$ cat src/hdl/timer_pkg.sv
package timer_pkg;
    // ***************************************************
    // register map
    // ***************************************************
    localparam int ADDR_W = 8;
    localparam logic [7:0] CTRL_OFS = 8'h00;
    localparam logic [7:0] MODE_OFS = 8'h04;
    localparam logic [7:0] CNT_LO_OFS = 8'h08;
    localparam logic [7:0] CNT_HI_OFS = 8'h0C;
    localparam logic [7:0] RLD_LO_OFS = 8'h10;
    localparam logic [7:0] RLD_HI_OFS = 8'h14;
    // ***************************************************
    // control register fields
    // ***************************************************
    localparam int CTRL_OVF_BIT = 7;
    localparam int CTRL_EXF_BIT = 6;
    localparam int CTRL_RXSEL_BIT = 5;
    localparam int CTRL_TXSEL_BIT = 4;
    localparam int CTRL_EXTEN_BIT = 3;
    localparam int CTRL_RUN_BIT = 2;
    localparam int CTRL_CSEL_BIT = 1;
    // ***************************************************
    // mode register fields
    // ***************************************************
    localparam int MODE_OE_BIT = 1;
    localparam int MODE_DOWN_COUNT_ENABLE_BIT = 0;
    // ***************************************************
    // reset values and limits
    // ***************************************************
    localparam logic RESET_BIT = 1'b0;
    localparam logic [15:0] CNT_RESET = 16'h0000;
    localparam logic [15:0] RLD_RESET = 16'h0000;
    localparam logic [15:0] CNT_MAX = 16'hFFFF;
    localparam logic [31:0] RD_ZERO = 32'h0000_0000;
    // ***************************************************
    // rates
    // ***************************************************
    localparam int MACHINE_DIV = 12;
    localparam int STATE_DIV = 2;
endpackage

$ cat src/hdl/pin_edge_sync.sv
`timescale 1ns/10ps
module pin_edge_sync (
    // clock and reset
    input wire logic pclk,
    input wire logic presetn,
    // pin
    input wire logic pin_in,
    // synchronised level and falling edge pulse
    output logic level,
    output logic fall
);
    logic meta_ff;
    logic sync_ff;
    logic last_ff;

    // reset high: an idle pin reads high, so release makes no false edge
    always_ff @(posedge pclk or negedge presetn) begin
        if (!presetn) begin
            meta_ff <= 1'b1;
            sync_ff <= 1'b1;
            last_ff <= 1'b1;
        end else begin
            meta_ff <= pin_in;
            sync_ff <= meta_ff;
            last_ff <= sync_ff;
        end
    end

    assign level = sync_ff;
    assign fall = last_ff & ~sync_ff;
endmodule

$ cat src/hdl/rate_divider.sv
`timescale 1ns/10ps
module rate_divider #(
    parameter int DIV = 12
) (
    // clock and reset
    input wire logic pclk,
    input wire logic presetn,
    // one-cycle enable every DIV clocks
    output logic tick
);
    localparam int CW = $clog2(DIV);
    localparam logic [CW-1:0] LAST = CW'(DIV - 1);

    logic [CW-1:0] cnt_ff;

    always_ff @(posedge pclk or negedge presetn) begin
        if (!presetn) begin
            cnt_ff <= '0;
        end else if (cnt_ff == LAST) begin
            cnt_ff <= '0;
        end else begin
            cnt_ff <= cnt_ff + CW'(1);
        end
    end

    assign tick = (cnt_ff == LAST);
endmodule

$ cat src/hdl/baud_timer.sv
// Our own choices: the register addresses and the APB interface to the registers.
`timescale 1ns/10ps
module baud_timer (
    // clock and reset
    input wire logic pclk,
    input wire logic presetn,
    // apb slave
    input wire logic psel,
    input wire logic penable,
    input wire logic pwrite,
    input wire logic [timer_pkg::ADDR_W-1:0] paddr,
    input wire logic [31:0] pwdata,
    output logic [31:0] prdata,
    output logic pready,
    output logic pslverr,
    // pins
    input wire logic count_pin,
    input wire logic trigger_pin,
    // serial port side
    input wire logic timer1_ovf,
    output logic tx_bit_clk,
    output logic rx_bit_clk,
    // status out
    output logic timer_irq,
    output logic timer_output_enable
);
    import timer_pkg::*;

    // ***************************************************
    // state
    // ***************************************************
    logic [15:0] cnt_ff;
    logic [15:0] reload_ff;
    logic overflow_flag_ff;
    logic external_flag_ff;
    logic rx_clock_select_ff;
    logic tx_clock_select_ff;
    logic external_trigger_enable_ff;
    logic run_control_ff;
    logic counter_select_ff;
    logic down_count_enable_ff;
    logic timer_output_enable_ff;
    logic irq_ff;
    logic tx_bit_clk_ff;
    logic rx_bit_clk_ff;
    logic [31:0] prdata_ff;
    logic pready_ff;
    logic pslverr_ff;
    logic mode_written_ff;

    // ***************************************************
    // pin conditioning and prescalers
    // ***************************************************
    logic trig_level;
    logic trig_fall;
    logic count_fall;
    logic machine_tick;
    logic state_tick;

    pin_edge_sync trig_sync (
        .pclk(pclk),
        .presetn(presetn),
        .pin_in(trigger_pin),
        .level(trig_level),
        .fall(trig_fall)
    );

    pin_edge_sync count_sync (
        .pclk(pclk),
        .presetn(presetn),
        .pin_in(count_pin),
        .level(),
        .fall(count_fall)
    );

    rate_divider #(.DIV(MACHINE_DIV)) machine_div (
        .pclk(pclk),
        .presetn(presetn),
        .tick(machine_tick)
    );

    rate_divider #(.DIV(STATE_DIV)) state_div (
        .pclk(pclk),
        .presetn(presetn),
        .tick(state_tick)
    );

    // ***************************************************
    // apb decode
    // ***************************************************
    function automatic logic is_mapped(input logic [ADDR_W-1:0] a);
        return (a == CTRL_OFS) || (a == MODE_OFS) || (a == CNT_LO_OFS) ||
               (a == CNT_HI_OFS) || (a == RLD_LO_OFS) || (a == RLD_HI_OFS);
    endfunction

    function automatic logic [7:0] read_byte(input logic [ADDR_W-1:0] a);
        logic [7:0] v;
        v = 8'h00;
        unique case (a)
            CTRL_OFS: begin
                v[CTRL_OVF_BIT] = overflow_flag_ff;
                v[CTRL_EXF_BIT] = external_flag_ff;
                v[CTRL_RXSEL_BIT] = rx_clock_select_ff;
                v[CTRL_TXSEL_BIT] = tx_clock_select_ff;
                v[CTRL_EXTEN_BIT] = external_trigger_enable_ff;
                v[CTRL_RUN_BIT] = run_control_ff;
                v[CTRL_CSEL_BIT] = counter_select_ff;
            end
            MODE_OFS: begin
                v[MODE_OE_BIT] = timer_output_enable_ff;
                v[MODE_DOWN_COUNT_ENABLE_BIT] = down_count_enable_ff;
            end
            CNT_LO_OFS: v = cnt_ff[7:0];
            CNT_HI_OFS: v = cnt_ff[15:8];
            RLD_LO_OFS: v = reload_ff[7:0];
            RLD_HI_OFS: v = reload_ff[15:8];
            default: v = 8'h00;
        endcase
        return v;
    endfunction

    logic apb_wr;
    logic wr_ctrl;
    logic wr_mode;
    logic wr_cnt_lo;
    logic wr_cnt_hi;
    logic wr_rld_lo;
    logic wr_rld_hi;

    // writes land at the access edge, where pready is high
    assign apb_wr = psel & penable & pwrite & pready_ff;
    assign wr_ctrl = apb_wr & (paddr == CTRL_OFS);
    assign wr_mode = apb_wr & (paddr == MODE_OFS);
    assign wr_cnt_lo = apb_wr & (paddr == CNT_LO_OFS);
    assign wr_cnt_hi = apb_wr & (paddr == CNT_HI_OFS);
    assign wr_rld_lo = apb_wr & (paddr == RLD_LO_OFS);
    assign wr_rld_hi = apb_wr & (paddr == RLD_HI_OFS);

    // answer one cycle after setup: zero wait states
    always_ff @(posedge pclk or negedge presetn) begin
        if (!presetn) begin
            pready_ff <= 1'b0;
            pslverr_ff <= 1'b0;
            prdata_ff <= RD_ZERO;
        end else begin
            pready_ff <= psel & ~penable;
            pslverr_ff <= psel & ~penable & ~is_mapped(paddr);
            if (psel & ~penable & ~pwrite) begin
                prdata_ff <= {24'h00_0000, read_byte(paddr)};
            end else begin
                prdata_ff <= RD_ZERO;
            end
        end
    end

    // ***************************************************
    // counting
    // ***************************************************
    logic baud_mode;
    logic updown;
    logic count_en;
    logic count_down;
    logic up_wrap;
    logic down_wrap;
    logic wrap;
    logic trig_evt;
    logic trig_reload;
    logic baud_ovf;

    assign baud_mode = rx_clock_select_ff | tx_clock_select_ff;
    assign updown = down_count_enable_ff & ~baud_mode;
    // state time in baud mode, machine cycle otherwise, or pin falls
    assign count_en = run_control_ff &
        (counter_select_ff ? count_fall : (baud_mode ? state_tick : machine_tick));
    assign count_down = updown & ~trig_level;
    assign up_wrap = count_en & ~count_down & (cnt_ff == CNT_MAX);
    assign down_wrap = count_en & count_down & (cnt_ff == reload_ff);
    assign wrap = up_wrap | down_wrap;
    // the trigger level steers direction in up/down mode, so no event there
    assign trig_evt = external_trigger_enable_ff & trig_fall & ~updown;
    assign trig_reload = trig_evt & ~baud_mode;
    assign baud_ovf = baud_mode & up_wrap;

    logic [15:0] nxt_cnt;

    always_comb begin
        nxt_cnt = cnt_ff;
        if (trig_reload) begin
            nxt_cnt = reload_ff;
        end else if (down_wrap) begin
            nxt_cnt = CNT_MAX;
        end else if (up_wrap) begin
            nxt_cnt = reload_ff;
        end else if (count_en) begin
            nxt_cnt = count_down ? cnt_ff - 16'h0001 : cnt_ff + 16'h0001;
        end
        // a software write wins; it is expected only with the timer stopped
        if (wr_cnt_lo) begin
            nxt_cnt[7:0] = pwdata[7:0];
        end
        if (wr_cnt_hi) begin
            nxt_cnt[15:8] = pwdata[7:0];
        end
    end

    always_ff @(posedge pclk or negedge presetn) begin
        if (!presetn) begin
            cnt_ff <= CNT_RESET;
        end else begin
            cnt_ff <= nxt_cnt;
        end
    end

    // a reload write may collide with a reload in baud mode; old value is used
    always_ff @(posedge pclk or negedge presetn) begin
        if (!presetn) begin
            reload_ff <= RLD_RESET;
        end else begin
            if (wr_rld_lo) begin
                reload_ff[7:0] <= pwdata[7:0];
            end
            if (wr_rld_hi) begin
                reload_ff[15:8] <= pwdata[7:0];
            end
        end
    end

    // ***************************************************
    // control register and flags
    // ***************************************************
    always_ff @(posedge pclk or negedge presetn) begin
        if (!presetn) begin
            rx_clock_select_ff <= RESET_BIT;
            tx_clock_select_ff <= RESET_BIT;
            external_trigger_enable_ff <= RESET_BIT;
            run_control_ff <= RESET_BIT;
            counter_select_ff <= RESET_BIT;
        end else if (wr_ctrl) begin
            rx_clock_select_ff <= pwdata[CTRL_RXSEL_BIT];
            tx_clock_select_ff <= pwdata[CTRL_TXSEL_BIT];
            external_trigger_enable_ff <= pwdata[CTRL_EXTEN_BIT];
            run_control_ff <= pwdata[CTRL_RUN_BIT];
            counter_select_ff <= pwdata[CTRL_CSEL_BIT];
        end
    end

    // hardware set wins over a software clear in the same cycle
    always_ff @(posedge pclk or negedge presetn) begin
        if (!presetn) begin
            overflow_flag_ff <= RESET_BIT;
        end else if (wrap & ~baud_mode) begin
            overflow_flag_ff <= 1'b1;
        end else if (wr_ctrl) begin
            overflow_flag_ff <= pwdata[CTRL_OVF_BIT];
        end
    end

    logic exf_base;

    assign exf_base = wr_ctrl ? pwdata[CTRL_EXF_BIT] : external_flag_ff;

    always_ff @(posedge pclk or negedge presetn) begin
        if (!presetn) begin
            external_flag_ff <= RESET_BIT;
        end else if (trig_evt) begin
            external_flag_ff <= 1'b1;
        end else if (updown & wrap) begin
            external_flag_ff <= ~external_flag_ff;
        end else begin
            external_flag_ff <= exf_base;
        end
    end

    // ***************************************************
    // mode register
    // ***************************************************
    always_ff @(posedge pclk or negedge presetn) begin
        if (!presetn) begin
            down_count_enable_ff <= RESET_BIT;
            timer_output_enable_ff <= RESET_BIT;
            mode_written_ff <= 1'b0;
        end else if (wr_mode) begin
            down_count_enable_ff <= pwdata[MODE_DOWN_COUNT_ENABLE_BIT];
            timer_output_enable_ff <= pwdata[MODE_OE_BIT];
            mode_written_ff <= 1'b1;
        end
    end

    // ***************************************************
    // interrupt request and bit clocks
    // ***************************************************
    always_ff @(posedge pclk or negedge presetn) begin
        if (!presetn) begin
            irq_ff <= 1'b0;
        end else begin
            irq_ff <= overflow_flag_ff | (external_flag_ff & ~down_count_enable_ff);
        end
    end

    // the serial port divides each pulse train by 16 itself
    always_ff @(posedge pclk or negedge presetn) begin
        if (!presetn) begin
            tx_bit_clk_ff <= 1'b0;
            rx_bit_clk_ff <= 1'b0;
        end else begin
            tx_bit_clk_ff <= tx_clock_select_ff ? baud_ovf : timer1_ovf;
            rx_bit_clk_ff <= rx_clock_select_ff ? baud_ovf : timer1_ovf;
        end
    end

    assign prdata = prdata_ff;
    assign pready = pready_ff;
    assign pslverr = pslverr_ff;
    assign timer_irq = irq_ff;
    assign tx_bit_clk = tx_bit_clk_ff;
    assign rx_bit_clk = rx_bit_clk_ff;
    assign timer_output_enable = timer_output_enable_ff;

    logic cnt_sw_wr;

    assign cnt_sw_wr = wr_cnt_lo | wr_cnt_hi;
endmodule

$ cat config.mk
export PLATFORM = sky130hd
export DESIGN_NAME = baud_timer
export DESIGN_NICKNAME = d
export VERILOG_FILES = /design/src/hdl/timer_pkg.sv /design/src/hdl/pin_edge_sync.sv /design/src/hdl/rate_divider.sv /design/src/hdl/baud_timer.sv
export SDC_FILE = /design/constraint.sdc
export NUM_CORES = 1
export LEC_CHECK = 0
export BUFFER_PORTS_ARGS = -buffer_cell sky130_fd_sc_hd__buf_2
export CAP_MARGIN = 15
export CORE_MARGIN = 2
export CORE_UTILIZATION = 45
export CTS_BUF_LIST = sky130_fd_sc_hd__clkbuf_4 sky130_fd_sc_hd__clkbuf_8
export DETAILED_ROUTE_END_ITERATION = 7
export HOLD_SLACK_MARGIN = 0.12
export PLACE_DENSITY = 0.7
export SLEW_MARGIN = 30
export SYNTH_ARGS = -nofsm -noshare
export SYNTH_HDL_FRONTEND = slang
export SYNTH_HIERARCHICAL = 1
export SYNTH_SLANG_ARGS = --single-unit
$ cat constraint.sdc
create_clock -name pclk -period 3 [get_ports pclk]
set_input_delay 0.15 -clock pclk [delete_from_list [all_inputs] [get_ports pclk]]
set_output_delay 0.15 -clock pclk [all_outputs]
set_load 0.01 [all_outputs]
== Yosys cells after proc, flatten, opt, wreduce, memory -nomap -nowiden ==
Cells that the tools add are included.
Storage, ports and cells
  register bits: 89
  latch bits: 0
  RAM bits: 0
  bits in read-only memories: 0
  bits of input ports: 48
  output and inout bits: 38
  memories kept: 0
Operators by class
  add/subtract/negate cells: 4
  multipliers: 0
  div/mod/pow operators: 0
  magnitude comparators: 0
  eq/ne operators: 8
  shifts and indexed selects: 0
  mux-type cells: 22
  bitwise operators: 41
  reduce and logical (&&, ||, !) cells: 10
Operator list (count)
  two-way mux 16 bit: 5
  case mux 6 bit (5 select lines): 1
  AND 1 bit: 28
  two-way mux 8 bit: 3
  adder 16 x 1 -> 16 bit (second input constant): 1
  equality test 16 bit: 1
  equality test 16 bit (second input constant): 1
  equality test 8 x 4 -> 1 bit (second input constant): 2
  equality test 8 x 5 -> 1 bit (second input constant): 2
  subtractor 16 x 1 -> 16 bit (second input constant): 1
  two-way mux 1 bit: 10
  inverter 1 bit: 10
  nonzero test 5 bit: 2
  equality test 8 x 3 -> 1 bit (second input constant): 1
  zero test 8 bit: 1
  case mux 1 bit (6 select lines): 1
  logical OR 1 bit: 5
  case mux 1 bit (5 select lines): 1
  adder 4 x 1 -> 4 bit (second input constant): 1
  equality test 4 bit (second input constant): 1
  two-way mux 4 bit: 1
  OR 1 bit: 3
  nonzero test 3 bit: 1
  nonzero test 2 bit: 1
  adder 1 bit (second input constant): 1

== Logic depth before layout (Yosys ltp) ==
Gate-level depths: netlist of run 1.
  word-level depth: 11
  depth in mapped cells: 12
  mapped depth without buffers: 9

== Modules after synthesis ==
Netlist of run 1, hierarchy kept.
By module, submodules not included
  baud_timer: instances 1, cells each 465, area each 4031.4 sq um
  pin_edge_sync: instances 2, cells each 4, area each 92.6 sq um
  rate_divider at machine_div: instances 1, cells each 14, area each 180.2 sq um
  rate_divider at state_div: instances 1, cells each 2, area each 28.8 sq um

== Least setup slack after synthesis of run 1 ==
No wires, ideal clock.
  path type: register to register
  start point: reg rx_clock_select_ff
  end point: reg, netlist name cnt_ff[10]
  setup time: 86 ps
  data arrival time: 2716 ps
  required time: 2914 ps
  path slack: 198 ps
  stages on the path, launching flop included: 13
  buffers on the path: 3
  period minus slack after synthesis: 2802 ps
  cell sequence: dfrtp_1 -> buf_6 -> or4b_1 -> buf_2 -> clkbuf_1 -> xnor2_1 -> ha_1 -> nor3_1 -> nand4_1 -> o22ai_1 -> xor2_1 -> nor3_1 -> nor3_1
RTL lines
  start: declaration: RTL line baud_timer.sv:36  | logic rx_clock_select_ff;
  start signal: assignment: RTL line baud_timer.sv:239  | rx_clock_select_ff <= pwdata[CTRL_RXSEL_BIT];

==> results of run 1 <==
-- power by group through the flow --
stage               registers (mW)  clock network [mW]  logic (mW)
global placement             0.934                   0       0.173
global route                 0.920               0.912       0.206
finish                       0.918               0.859       0.186
floorplan                    0.919                   0       0.136
detailed placement           0.934                   0       0.177
CTS                          0.918               0.860       0.183
-- cell usage in the layout, fill, tap and decap left out, types with 3 or more instances in the layout --
cell,n
and3_1,8
inv_1,14
nand3_1,14
clkbuf_8,10
buf_4,17
o22ai_1,7
a221oi_1,7
nand3b_1,4
xor2_1,19
a211oi_1,11
dfstp_2,6
conb_1,24
or3_1,5
nand4_1,8
nor3_1,30
mux2i_1,14
a22oi_1,4
nor4_1,9
o21ai_0,23
o31ai_1,5
dfrtp_1,58
nor2_1,31
or4_1,3
o21a_1,3
xnor2_1,6
clkinvlp_4,3
a21oi_1,18
a31oi_1,7
buf_2,37
nand2_1,31
o211ai_1,6
dlygate4sd3_1,7
nand2b_1,7
mux2_2,23
-- per-layer routing --
metal | track usage, % | up-vias
met5 | 0 | -
met4 | 9.514 | 0
met3 | 6.788 | 36
met2 | 40.71 | 206
met1 | 32.62 | 1911
li1 | - | 1843
-- how the worst max path moves through the flow --
stage                               from          to  slack (ns)  cells after the start
finish              down_count_enable_ff  cnt_ff[10]        0.26                      9
detailed placement  down_count_enable_ff  cnt_ff[10]        0.24                      9
floorplan             rx_clock_select_ff  cnt_ff[10]        0.20                     12
global route        down_count_enable_ff  cnt_ff[10]        0.08                      9
global placement    down_count_enable_ff  cnt_ff[10]        0.30                      9
CTS                 down_count_enable_ff  cnt_ff[10]        0.23                      9
-- cell families after synthesis --
family | share of synthesized area (%)
and+or+nand+nor | 22.17
DFF | 36.92
adders and majority gates | 0.5654
buffers and inverters | 8.510
muxes | 9.358
xor gates and xnor gates | 4.948
AOI/OAI and AO/OA | 17.44
other | 0.08474
-- what timing repair did --
| item | CTS | global route |
|---|---|---|
| gates resized for setup | 0 | 1 |
| endpoints found under the hold margin | 66 | 0 |
| endpoints found under the setup margin | 0 | 1 |
| hold buffers | 7 | 0 |
-- cell type report --
type | count | area (um^2)
Clock buffer | 10 | 137.6
Clock inverter | 6 | 91.34
Fill cell | 927 | 4668
Inverter | 15 | 56.30
Multi-Input combinational cell | 378 | 2501
Sequential cell | 65 | 1635
Tap cell | 133 | 166.4
Timing Repair Buffer | 61 | 382.9
-- worst max-delay path, delay by kind of cell, from the launching register on --
family,cells,cell delay (ns)
adders and majority gates,1,0.25
xor gates and xnor gates,2,0.34
AOI/OAI and AO/OA,1,0.28
and+or+nand+nor,5,1.33
DFF,1,0.46
-- per-stage QoR --
| stage | std cells | cell area (um^2) | util [%] | total power, mW | setup WS, ns |
|---|---|---|---|---|---|
| floorplan | 512 | 4512 | - | 1.055 | 0.1975 |
| global placement | 645 | 4671 | 48.46 | 1.107 | 0.2960 |
| detailed placement | 645 | 4671 | 48.46 | 1.111 | 0.2398 |
| CTS | 668 | 4970 | 51.56 | 1.961 | 0.2342 |
| global route | 668 | 4971 | 51.57 | 2.039 | 0.07633 |
| finish | 668 | 4971 | 51.57 | 1.963 | 0.2616 |
-- state kept, by name, summed over array words and instances (netlist names), 4 cells and up --
register / flops
cnt_ff: 16
machine_div/cnt_ff: 4
prdata: 8
reload_ff: 16
==> impl_metrics.py, run 1 <==
metrics = {
    "status": {
        "status": "completed",
    },
    "floorplan": {
        "dieArea_um2": 10640,
        "ioPinCount": 86,
        "placementRows": 36,
        "dieWidth_um": 103.2,
        "coreArea_um2": 9639,
        "start_util_pct": 45.91,
        "die_y_um": 103.2,
    },
    "power": {
        "clock_power_share_pct": 43.7,
        "comb_power_share_pct": 9.5,
        "p_leak_nw": 2.210,
        "p_int_mw": 1.453,
        "seqPwrFrac_pct": 46.8,
        "p_switching_mw": 0.5105,
        "max-vdd-ir-drop_uv": 286.1,
        "p_sw_share_pct": 26.00,
        "p_per_area_nw_per_um2": 395.0,
    },
    "grt": {
        "grt_overflow": 0,
        "grt_pass1_vias": 3852,
        "grt_pass1_wl_mm": 20.23,
        "antenna_found_initial": 0,
        "grt_usage_pct": 25.25,
        "grt_max_degree": 36,
    },
    "critical_path": {
        "reg2reg_from": "down_count_enable_ff",
        "cpMaxStageDelayCell": "or4b_1",
        "worstPathArrival_ns": 3.00,
        "endpoint_kind": "flop",
        "slowest_delay_ns": 0.51,
        "crit_chain": "or4b_1 > xnor2_1 > ha_1 > nor3_1 > nand4_1 > o22ai_1 > xor2_1 > nor3_1 > nor3_1",
        "start_kind": "flop",
        "cp.required_ns": 3.26,
        "r2r_end": "cnt_ff[10]",
        "reg2reg_depth": 9,
        "crit_path_frequent_cell": "nor3_1",
        "regToRegSetupSlack_ns": 0.26,
        "critPathMaxFanout": 8,
        "critPathKind": "flop to flop",
    },
    "detailed_routing": {
        "top_layer": "met4",
        "route.detailed.drc": 0,
        "wl_per_cell_um": 19.07,
        "postRouteAntennaNets": 0,
        "vias": 3996,
        "vias_per_cell": 5.982,
        "met2WireLength_mm": 5.977,
        "drt-initial-drc-count": 391,
        "met1Wirelength_mm": 5.298,
        "dr_wl_met3_mm": 1.112,
        "wl_mm": 12.74,
        "dr.pass1.iters": 5,
    },
    "sta": {
        "tightest_slew_ns": 0.7681,
        "final.period_utilization_pct": 91.28,
        "fmax_mhz": 365.2,
        "relSlewSlack_pct": 48.61,
        "period_minus_slack_ns": 2.738,
        "setup_viol": 0,
        "hold_viol": 0,
        "drv_slew": 0,
        "setup-tns-final_ns": 0,
        "rsz0062_at_grt": "false",
        "skew_ns": 0.01220,
        "hold_ws_ns": 0.1388,
    },
    "synth": {
        "synth_seq_area_share_pct": 36.92,
        "synth_seq_cells": 65,
        "synth_top_area_share_pct": 33.36,
        "yosys_warnings": 6,
        "ys_top_cells_by_count": "dfrtp_1 (59), nand2_1 (31), nor2_1 (31), nor3_1 (30), buf_4 (25)",
        "synth_edf_count": 0,
        "synth-main-ff-cell": "dfrtp_1",
        "postSynthAreaPerCell_um2": 9.050,
        "yosysMostFrequentCell": "dfrtp_1",
        "syn_area_um2": 4425,
        "yosys.area.top_type": "dfrtp_1",
        "async_reset_ff_share_pct": 100.0,
        "synthDistinctLibCells": 74,
        "synthTopCellsByArea": "dfrtp_1 (33%), mux2_2 (5.9%), buf_4 (4.2%)",
        "synth_cells": 489,
    },
    "finish": {
        "drive_gt1_share_pct": 21.50,
        "area_delta_synth_final_pct": 12.33,
        "antennaDiodeCount": 0,
        "final_nets": 580,
    },
    "hold_path": {
        "hold_class": "primary input to flop",
        "hold_end": "reload_ff[4]",
        "hold_start": "pwdata[4]",
        "holdPathStages": 3,
    },
    "clock_network": {
        "clockRootBuffer": "clkbuf_8",
        "numClockSinks": 65,
        "clkSlewWorstSetupHoldPaths_ns": 0.08,
        "clk_latency_ns": 0.35,
        "h-tree-depth": 3,
        "post_cts_buffers": 0,
        "tritoncts": "built",
        "clock_path_buffers": 2,
        "numCtsBuffers": 9,
    },
    "place": {
        "dp_hpwl_mm": 9.381,
        "io_buffers": 37,
        "place_congestion": 0.9641,
    },
    "flow_run": {
        "cap_viol_max_count": 0,
    },
}
Note: power is estimated with default switching activity, not from simulation.
==> run 2: changes to the inputs <==
BUFFER_PORTS_ARGS = not set   (was -buffer_cell sky130_fd_sc_hd__buf_2)
DONT_BUFFER_PORTS = 1   (was not set)
PLACE_DENSITY = 0.68   (was 0.7)
==> impl_metrics.py, run 2 (synthesized netlist as in run 1, its figures left out) <==
metrics = {
    "status": {
        "status": "completed",
    },
    "clock_network": {
        "numCtsBuffers": 9,
        "cts_resized": 0,
        "clock_path_buffers": 2,
        "clk_latency_ns": 0.36,
        "h-tree-depth": 3,
        "clockRootBuffer": "clkbuf_8",
        "tritoncts": "built",
        "numClockSinks": 65,
        "clkSlewWorstSetupHoldPaths_ns": 0.08,
        "post_cts_buffers": 0,
    },
    "critical_path": {
        "r2r_end": "cnt_ff[8]",
        "reg2reg_from": "down_count_enable_ff",
        "critical_path.top_delay_family": "simple AND/OR/NAND/NOR gates",
        "slowest_delay_ns": 0.54,
        "start_kind": "flop",
        "cp.required_ns": 3.22,
        "cpMaxStageDelayCell": "or4b_1",
        "regToRegSetupSlack_ns": 0.17,
        "crit_chain": "or4b_1 > xnor2_1 > ha_1 > nor3_1 > nand4_1 > o22ai_1 > xor2_1 > o211ai_1 > o211ai_1",
        "reg2reg_depth": 9,
        "endpoint_kind": "flop",
        "critPathBufInv": 0,
        "crit_path_frequent_cell": "o211ai_1",
        "critPathMaxFanout": 8,
        "worstPathArrival_ns": 3.05,
        "critPathKind": "flop to flop",
    },
    "sta": {
        "tightest_slew_ns": 0.8022,
        "fmax_mhz": 353.2,
        "setup_ws_ns": 0.1687,
        "skew_ns": 0.01141,
        "drv_slew": 0,
        "setup-tns-final_ns": 0,
        "hold_viol": 0,
        "rsz0062_at_grt": "false",
        "relSlewSlack_pct": 46.33,
        "setup_viol": 0,
        "period_minus_slack_ns": 2.831,
        "final.period_utilization_pct": 94.38,
    },
    "finish": {
        "final_common_cell": "dfrtp_1",
        "fillers": 890,
        "final_nets": 559,
        "layout_common_cells": "dfrtp_1 (59), nor2_1 (31), nand2_1 (31)",
        "multi_input_area_um2": 2501,
        "antennaDiodeCount": 0,
        "area_delta_synth_final_pct": 13.23,
        "drive_gt1_share_pct": 14.98,
        "register_area_um2": 1634,
    },
    "floorplan": {
        "dieWidth_um": 103.2,
        "ioPinCount": 86,
        "dieArea_um2": 10640,
        "die_y_um": 103.2,
        "coreArea_um2": 9639,
        "start_util_pct": 45.91,
        "placementRows": 36,
    },
    "grt": {
        "grt_pass1_wl_mm": 20.91,
        "antenna_found_initial": 0,
        "grt_max_degree": 66,
        "grt_usage_pct": 26.13,
        "grt_overflow": 0,
        "grt_pass1_vias": 3856,
    },
    "power": {
        "max-vdd-ir-drop_uv": 238.4,
        "p_per_area_nw_per_um2": 425.0,
        "total_power_mw": 2.129,
        "p_leak_nw": 2.162,
    },
    "place": {
        "place_congestion": 0.9419,
        "dp_hpwl_mm": 9.192,
        "preCtsSetupSlack_ns": 0.2960,
        "io_buffers": 0,
    },
    "detailed_routing": {
        "drt-initial-drc-count": 420,
        "route.detailed.drc": 0,
        "postRouteAntennaNets": 0,
        "wl_per_cell_um": 20.23,
        "vias": 4054,
        "wl_mm": 13.09,
        "dr.pass1.iters": 5,
        "vias_per_cell": 6.266,
    },
    "hold_path": {
        "hold_start": "paddr[4]",
        "hold_end": "prdata[7]",
        "holdPathStages": 3,
        "hold_class": "primary input to flop",
    },
    "flow_run": {
        "cap_viol_max_count": 0,
    },
}
## run 2: cell count changes in the layout (fill, tap and decap cells not counted)
cell	change
buf_4	-1
bufinv_16	+2
buf_2	-37
inv_6	+1
dfrtp_1	+1
clkinvlp_4	-3
buf_16	+1
dlygate4sd3_1	+16
dfrtp_2	-1
## run 2: cell type report
type,count,share of cell area [%]
inverters,15,1.124
clock inverters,6,2.747
repair buffers,40,7.541
clock buffers,10,2.747
multi-input cells,378,49.91
flip-flops and latches,65,32.61
well taps,133,3.321
## run 2: layer usage
layer	vias to the layer above	GRT usage, %	routed length [um]
li1	1804	-	-
met1	1955	33.35	5262
met2	249	41.91	5952
met3	46	8.602	1396
met4	0	8.806	475
met5	-	0	0
## run 2: worst reg2reg max path: stages (launching register included)
cell	delay, ns
dfrtp_1	0.53
or4b_1	0.54
xnor2_1	0.16
ha_1	0.26
nor3_1	0.26
nand4_1	0.26
o22ai_1	0.25
xor2_1	0.12
o211ai_1	0.19
o211ai_1	0.13
## run 2: worst max path at each step
stage / startpoint / end / slack (ns) / cells past startpoint
floorplan: rx_clock_select_ff / cnt_ff[10] / 0.20 / 12
detailed placement: down_count_enable_ff / cnt_ff[10] / 0.30 / 9
finish: down_count_enable_ff / cnt_ff[8] / 0.17 / 9
CTS: down_count_enable_ff / cnt_ff[10] / 0.25 / 9
global route: down_count_enable_ff / cnt_ff[10] / 0.02 / 9
global placement: down_count_enable_ff / cnt_ff[10] / 0.34 / 9
## run 2: repair_timing
action,4_1_cts,5_1_grt
hold buffers,24,0
setup endpoints to repair,0,0
hold endpoints to repair,115,0
## run 2: per-stage QoR
stage / util (%) / instance area [um^2] / hold WS, ns / std cells
4_1_cts: 51.99 / 5011 / 0.1229 / 647
6_report: 51.99 / 5011 / 0.1322 / 647
3_3_place_gp: 46.46 / 4478 / -0.1443 / 607
3_5_place_dp: 46.46 / 4478 / -0.1442 / 607
5_1_grt: 51.99 / 5011 / 0.1406 / 647
2_1_floorplan: - / 4512 / -0.1456 / 512
## run 2: power by group
part,total (mW),internal [mW],switching [mW]
combinational,0.178,0.0713,0.106
sequential,0.918,0.894,0.0247
clock,1.03,0.663,0.370
total,2.13,1.63,0.501
